[src/ladder_pkg.sv]
// Package: register map, fields and constants of the ladder power timing block
package ladder_pkg;

  localparam logic [1:0] ADDR_LADDER_POWER = 2'h0;
  localparam logic [1:0] ADDR_CONTRAST     = 2'h1;
  localparam logic [1:0] ADDR_WAVEFORM     = 2'h2;
  localparam logic [1:0] ADDR_STATUS       = 2'h3;

  localparam int A_POWER_MSB   = 7;
  localparam int A_POWER_LSB   = 6;
  localparam int B_POWER_MSB   = 5;
  localparam int B_POWER_LSB   = 4;
  localparam int IDLE_BIT      = 3;
  localparam int A_LENGTH_MSB  = 2;
  localparam int A_LENGTH_LSB  = 0;
  localparam int CONTRAST_MSB  = 2;
  localparam int CONTRAST_LSB  = 0;
  localparam int WAVEFORM_BIT  = 0;
  localparam int SOURCE_MSB    = 4;
  localparam int SOURCE_LSB    = 1;

  localparam logic [7:0] LADDER_POWER_RESET = 8'h00;
  localparam logic [2:0] CONTRAST_RESET     = 3'h0;
  localparam logic [3:0] SOURCE_RESET       = 4'h0;
  localparam logic       TYPE_RESET         = 1'h0;
  localparam logic [2:0] LENGTH_RESET       = 3'h0;
  localparam logic [4:0] COUNT_RESET        = 5'h00;
  localparam logic [7:0] RDATA_RESET        = 8'h00;

  localparam logic [4:0] TYPE_A_LAST = 5'h0F;
  localparam logic [4:0] TYPE_B_LAST = 5'h1F;

  localparam logic [2:0] CONTRAST_BYPASS = 3'h0;

  localparam logic [3:0] SRC_LADDER_EXT_VLCD3 = 4'h1;
  localparam logic [3:0] SRC_LADDER_FVR       = 4'h3;

  localparam logic [1:0] PWR_OFF    = 2'h0;
  localparam logic [1:0] PWR_LOW    = 2'h1;
  localparam logic [1:0] PWR_MEDIUM = 2'h2;
  localparam logic [1:0] PWR_HIGH   = 2'h3;

  typedef enum logic [0:0] {
    PHASE_A = 1'b0,
    PHASE_B = 1'b1
  } phase_type;

endpackage : ladder_pkg

[src/ladder_power_timing.sv]
// Ladder A/B power phase timing, buffer gating and contrast tap select
`timescale 1ns/1ps
`default_nettype none

module ladder_power_timing
  import ladder_pkg::*;
(
  input  wire logic       clock_i,
  input  wire logic       nrst_i,
  input  wire logic       lcd_tick_i,
  input  wire logic [1:0] addr_i,
  input  wire logic [7:0] wdata_i,
  input  wire logic       wr_i,
  input  wire logic       rd_i,
  output logic      [7:0] rdata_o,
  output logic      [1:0] ladder_power_o,
  output logic            ladder_connected_o,
  output logic            buffer_enable_o,
  output logic            contrast_bypass_o,
  output logic      [2:0] contrast_tap_o,
  output logic            phase_b_o
);

  typedef struct packed {
    logic [7:0] ladder_power_control;
    logic [2:0] contrast_tap_select;
    logic       waveform_type_select;
    logic [3:0] voltage_source;
    logic [2:0] active_length;
    logic       active_type;
    logic [4:0] count;
    phase_type  phase;
    logic [7:0] rdata;
    logic [1:0] power;
    logic       connected;
    logic       buffer_on;
    logic       bypass;
    logic [2:0] tap;
  } state_type;

  state_type cur;
  state_type nxt;

  logic       internal_only;
  logic [4:0] last_count;
  logic       boundary;
  phase_type  next_phase;
  logic [1:0] next_power;

  // Contrast network only meaningful for voltage sources SRC_LADDER_EXT_VLCD3 through SRC_LADDER_FVR (1..3)
  assign internal_only = (cur.voltage_source >= SRC_LADDER_EXT_VLCD3) &&
                         (cur.voltage_source <= SRC_LADDER_FVR);

  always_comb begin
    nxt = cur;

    if (wr_i) begin
      if (addr_i == ADDR_LADDER_POWER) begin
        nxt.ladder_power_control = wdata_i;
      end else if (addr_i == ADDR_CONTRAST) begin
        nxt.contrast_tap_select = wdata_i[CONTRAST_MSB:CONTRAST_LSB];
      end else if (addr_i == ADDR_WAVEFORM) begin
        nxt.waveform_type_select = wdata_i[WAVEFORM_BIT];
        nxt.voltage_source = wdata_i[SOURCE_MSB:SOURCE_LSB];
      end
    end

    nxt.rdata = 8'h00;
    if (rd_i) begin
      if (addr_i == ADDR_LADDER_POWER) begin
        nxt.rdata = cur.ladder_power_control;
      end else if (addr_i == ADDR_CONTRAST) begin
        nxt.rdata = {5'h00, cur.contrast_tap_select};
      end else if (addr_i == ADDR_WAVEFORM) begin
        nxt.rdata = {3'h0, cur.voltage_source, cur.waveform_type_select};
      end else begin
        nxt.rdata = {cur.count, cur.active_type, cur.phase == PHASE_B,
                     cur.buffer_on};
      end
    end

    // Interval length from the latched waveform type
    last_count = cur.active_type ? TYPE_B_LAST : TYPE_A_LAST;
    boundary   = lcd_tick_i && (cur.count == last_count);

    if (lcd_tick_i) begin
      if (boundary) begin
        nxt.count = 5'h00;
        // New A-time length and waveform type only take hold at an interval start
        nxt.active_length =
          cur.ladder_power_control[A_LENGTH_MSB:A_LENGTH_LSB];
        nxt.active_type = cur.waveform_type_select;
      end else begin
        nxt.count = cur.count + 5'h01;
      end
    end

    // A-time covers counts 0..n-1; n of zero never enters A-time
    if (nxt.count < {2'h0, nxt.active_length}) begin
      next_phase = PHASE_A;
    end else begin
      next_phase = PHASE_B;
    end
    nxt.phase = next_phase;

    if (next_phase == PHASE_A) begin
      next_power =
        cur.ladder_power_control[A_POWER_MSB:A_POWER_LSB];
    end else begin
      next_power =
        cur.ladder_power_control[B_POWER_MSB:B_POWER_LSB];
    end
    nxt.power     = next_power;
    nxt.connected = (next_power != PWR_OFF);

    if (cur.ladder_power_control[IDLE_BIT]) begin
      nxt.buffer_on = (next_phase == PHASE_A);
    end else begin
      nxt.buffer_on = 1'b1;
    end

    if (internal_only) begin
      nxt.bypass = (cur.contrast_tap_select == CONTRAST_BYPASS);
      nxt.tap    = cur.contrast_tap_select;
    end else begin
      nxt.bypass = 1'b1;
      nxt.tap    = CONTRAST_BYPASS;
    end
  end

  always_ff @(posedge clock_i) begin
    if (!nrst_i) begin
      cur.ladder_power_control <= LADDER_POWER_RESET;
      cur.contrast_tap_select  <= CONTRAST_RESET;
      cur.waveform_type_select <= TYPE_RESET;
      cur.voltage_source       <= SOURCE_RESET;
      cur.active_length        <= LENGTH_RESET;
      cur.active_type          <= TYPE_RESET;
      cur.count                <= COUNT_RESET;
      cur.phase                <= PHASE_B;
      cur.rdata                <= RDATA_RESET;
      cur.power                <= PWR_OFF;
      cur.connected            <= 1'b0;
      cur.buffer_on            <= 1'b1;
      cur.bypass               <= 1'b1;
      cur.tap                  <= CONTRAST_BYPASS;
    end else begin
      cur <= nxt;
    end
  end

  assign rdata_o            = cur.rdata;
  assign ladder_power_o     = cur.power;
  assign ladder_connected_o = cur.connected;
  assign buffer_enable_o    = cur.buffer_on;
  assign contrast_bypass_o  = cur.bypass;
  assign contrast_tap_o     = cur.tap;
  assign phase_b_o          = (cur.phase == PHASE_B);

endmodule : ladder_power_timing

`default_nettype wire

[config.mk]
export PLATFORM = sky130hd
export DESIGN_NAME = ladder_power_timing
export DESIGN_NICKNAME = d
export VERILOG_FILES = /design/src/ladder_pkg.sv /design/src/ladder_power_timing.sv
export SDC_FILE = /design/constraint.sdc
export NUM_CORES = 1
export LEC_CHECK = 0
export BUFFER_PORTS_ARGS = -buffer_cell sky130_fd_sc_hd__buf_2
export CORE_AREA = 2 2 56 79
export CTS_BUF_LIST = sky130_fd_sc_hd__clkbuf_8
export CTS_CLUSTER_SIZE = 25
export DETAILED_ROUTE_END_ITERATION = 10
export DIE_AREA = 0 0 58 81
export PLACE_DENSITY = 0.67
export SYNTH_ARGS = -nofsm -noshare
export SYNTH_HDL_FRONTEND = slang
export SYNTH_SLANG_ARGS = --single-unit
[constraint.sdc]
create_clock -name clock_i -period 3.15 [get_ports clock_i]
set_clock_uncertainty 0.05 [all_clocks]
set_input_delay 0.4725 -clock clock_i [delete_from_list [all_inputs] [get_ports clock_i]]
set_output_delay 0.4725 -clock clock_i [all_outputs]
set_load 0.01 [all_outputs]
==> impl_summary.log <==
[metrics] longest individual stage delay on the worst path: 0.40 ns
[metrics] final setup violation count: 0
[metrics] sum of buffers and inverters on the critical path: 0
[metrics] fillers: 403
[metrics] Reg2Reg Setup Slack: 0.52 ns
[metrics] share of power burned in combinational logic: 0.088
[metrics] pin slew with the least headroom to its limit: 0.6347 ns
[metrics] final design utilization: 0.4978
[metrics] synthesized netlist net count: 203
[metrics] biggest area consumer among synthesized cells: dfxtp_1
[metrics] run status: complete, no violations
[metrics] post-synthesis register bit count: 42
[metrics] worst-case headroom to the max-slew limit: 0.5709
[metrics] Clock Sinks: 42
[metrics] total count of max-transition violations in the final report: 0
[metrics] Synth Area per Inst: 9.908 µm²
[metrics] Post-synth EDFFs: 0
[metrics] fraction of final layout cells sized beyond drive strength 1: 0.2379
[metrics] fraction of the yosys area taken by sequential cells: 0.4587
[metrics] total of warnings raised by yosys: 0
[metrics] main area contributors after synthesis: dfxtp_1 46%, mux2i_1 7.1%, nand2_1 6.1%, buf_4 5.3%, nor2b_1 4.4%
[metrics] post-DR wirelength/cell: 14.45 µm
[metrics] Antenna Violating Nets Remaining: 0
[metrics] startpoint-to-endpoint class of the critical path: flip-flop to flip-flop
[metrics] DPL Wire Length: 2.679 mm
[metrics] core area: 4064 µm²
[metrics] sequential cell fraction of total power: 0.559
[metrics] setup slack of the critical path after layout: 0.5180 ns
[metrics] Initial Utilization: 0.4510
[metrics] setup repair after global routing missed its margin: false
[metrics] area share of the leading cell type in the synthesized netlist: 0.4587
[metrics] antenna violations before repair: 0
[metrics] start point of the worst min-delay path: wdata_i[7]
[metrics] Slowest-stage cell, CP: dfxtp_1
[metrics] Avg Vias per Cell: 5.159
[metrics] Final GP Congestion: 0.8995
[metrics] Layout Nets: 223
[metrics] number of diodes: 0
[metrics] remaining design rule violation count: 0
[metrics] Via Count: 1,295
[metrics] pin count of the biggest net entering global routing: 35
[metrics] switching part of the total power: 0.2341
[metrics] library cell used as clock root buffer: clkbuf_8
[metrics] kind of end point of the critical path: flip-flop
[metrics] max_cap viols: 0
[metrics] DIE HEIGHT: 81 µm
[metrics] maximum fanout encountered on the critical timing path: 6
[metrics] Post-CTS Hold Buffers: 0
[metrics] clock latency on the worst-skew pair: 0.30 ns
[metrics] min Tclk post-route: 2.632 ns
[metrics] layout overhead on the synthesized area: 10.38%
[metrics] depth of the worst register-to-register path: 9
[metrics] series of cell instances along the critical path: ha_1 -> nand4_2 -> nor2_2 -> mux2i_1 -> ha_1 -> a21oi_1 -> o2111ai_1 -> a41oi_4 -> mux2i_1
[metrics] Die Wd: 58 µm
[metrics] depth of the critical timing path with buffers and inverters included: 9
[metrics] number of buffers created by CTS: 5
[metrics] Setup Total Neg Slack: 0 ns
[metrics] gate family responsible for the most delay along the worst path: compound AO/OA/AOI/OAI gates
[metrics] Die ar.: 4698 µm²
[metrics] share of the cycle needed by the critical path after routing: 0.8356
[metrics] fraction of registers with async set or reset after synthesis: 0
[metrics] gate count after technology mapping: 185
[metrics] post-CTS resize count: 0
[metrics] class of the most critical hold timing path: input pin to flip-flop
[metrics] fmax: 379.9 MHz
[metrics] number of levels the H-tree was split into: 2
[metrics] clock transition time at the flip-flop clock pins of the worst setup and hold paths: 0.08 ns
[metrics] cell internal power dissipation: 759.9 µW
[metrics] worst reg2reg path endpoint: ladder_connected_o
[metrics] Yosys cell types: 32
[metrics] reg2reg start: cur[17]
[metrics] maximum vdd drop: 0.2891 mV
[metrics] placement row count: 28
[metrics] timing startpoint of the critical path: cur[17]
[metrics] hold path endpoint: cur[41]
[metrics] CP startpoint kind: flip-flop
[metrics] number of global-route vias before repair: 1,227
[metrics] switching power: 232.3 µW
[metrics] leak pwr: 0.0008462 µW
[metrics] commonest cells in the synthesized netlist: 42 x dfxtp_1, 30 x nand2_1, 13 x buf_4, 13 x mux2i_1, 13 x nor2b_1
[metrics] post-synthesis cell area: 1833 µm²
[metrics] flip-flop cell with the highest count after synthesis: dfxtp_1
[metrics] Worst Hold Margin: 0.3555 ns
[metrics] post-detailed-routing wire length: 3.627 mm
[metrics] I/O pin count: 32
[metrics] DRC violation total after the first TritonRoute iteration: 25
[metrics] share of total power in the clock network: 0.353
[metrics] arrival time of the worst setup path: 2.81 ns
[metrics] Global Route Usage Sum: 0.1729
[metrics] number of standard cells in the final layout excluding fillers: 251
[metrics] hold violation count in the final report: 0
[metrics] pre-CTS worst setup slack: 0.5535 ns
[metrics] CTS tree: yes
[metrics] total placed cells including tap cells: 243
[metrics] clock tree buffer depth: 2
[metrics] Setup Fix Bufs, Post-CTS: 0
[metrics] number of port buffers: 31
[metrics] first-pass GRT wire length: 5.968 mm
[metrics] remaining global-route overflow: 0
[metrics] number of stages on the worst hold path: 3
[metrics] Power Dens Cells: 490.4 nW/µm²
[metrics] number of iterations in the first detailed-routing pass: 4
[metrics] most frequent cell after synthesis: dfxtp_1
[metrics] required time of the critical path: 3.33 ns
final cells by class:
class	count	area, µm²	area share
sequential	42	840.8	0.4156
tap	45	56.30	0.02783
timing repair buffer	32	162.7	0.08040
clock inverter	2	8.758	0.004329
clock buffer	6	82.58	0.04082
multi-input combinational	124	872.1	0.4310
sequential cells by signal (all words and copies together), names as in the netlist:
| signal | count |
|---|---|
| ladder_power_o | 2 |
| cur | 25 |
| rdata_o | 8 |
| phase_b_o | 1 |
| contrast_bypass_o | 1 |
| ladder_connected_o | 1 |
| contrast_tap_o | 3 |
| buffer_enable_o | 1 |
worst max path at each step:
stage | end | slack (ns)
2_1_floorplan | ladder_connected_o | 0.77
3_3_place_gp | ladder_power_o[1] | 0.65
3_5_place_dp | ladder_power_o[0] | 0.55
4_1_cts | ladder_connected_o | 0.52
5_1_grt | ladder_connected_o | 0.30
6_report | ladder_connected_o | 0.52
stage by stage:
step | total power [µW] | instance area (µm²)
6_report | 992.2 | 2023
3_3_place_gp | 653.6 | 1932
5_1_grt | 1037 | 2023
3_5_place_dp | 654.7 | 1932
4_1_cts | 1002 | 2023
2_1_floorplan | 627.2 | 1833
layer usage:
layer | global-route usage | up-vias | wire, µm
met1 | 0.2136 | 592 | 1584
li1 | - | 664 | -
met2 | 0.2830 | 33 | 1819
met5 | 0 | - | 0
met3 | 0.04777 | 6 | 165
met4 | 0.06977 | 0 | 57
worst register-to-register path, stage by stage (launching register included):
cell	delay, ns
dfxtp_1	0.40
ha_1	0.23
nand4_2	0.18
nor2_2	0.28
mux2i_1	0.27
ha_1	0.30
a21oi_1	0.15
o2111ai_1	0.17
a41oi_4	0.30
mux2i_1	0.22
logic make-up (layout without fill, tap and decap cells):
logic type      after synthesis  after routing  share of synthesized area
buf+inv                      19             40                    0.06553
xor+xnor                      3              3                    0.01434
fa+ha+maj                     3              3                    0.02048
simple gates                 71             71                     0.2027
mux                          19             19                     0.1263
compound gates               28             28                     0.1119
flops                        42             42                     0.4587
power by group through the flow:
| stage | combinational, µW | sequential, µW | clock, µW |
|---|---|---|---|
| 3_5_place_dp | 87.3 | 567 | 0 |
| 2_1_floorplan | 62.6 | 565 | 0 |
| 5_1_grt | 96.3 | 556 | 385 |
| 6_report | 87.0 | 555 | 350 |
| 3_3_place_gp | 86.2 | 567 | 0 |
| 4_1_cts | 87.7 | 555 | 360 |
cell usage in the layout, fill, tap and decap left out, drive strengths merged:
cell and instances:
mux2i 13, nor4b 1, inv 1, nor2 6, xnor2 1, xor2 2
a22oi 2, o31ai 1, mux2 3, and2 7, a41oi 1, nand3 3
nand2 31, buf 32, clkbuf 6, a21oi 5, nand4 2, ha 3
mux4 3, nand3b 4, and4 1, o2111ai 2, nand2b 1, nor3b 1
dfxtp 42, nor2b 13, o21ai 6, or2b 1, clkinv 1, a21boi 11
Note: power is estimated with default switching activity, not from simulation.
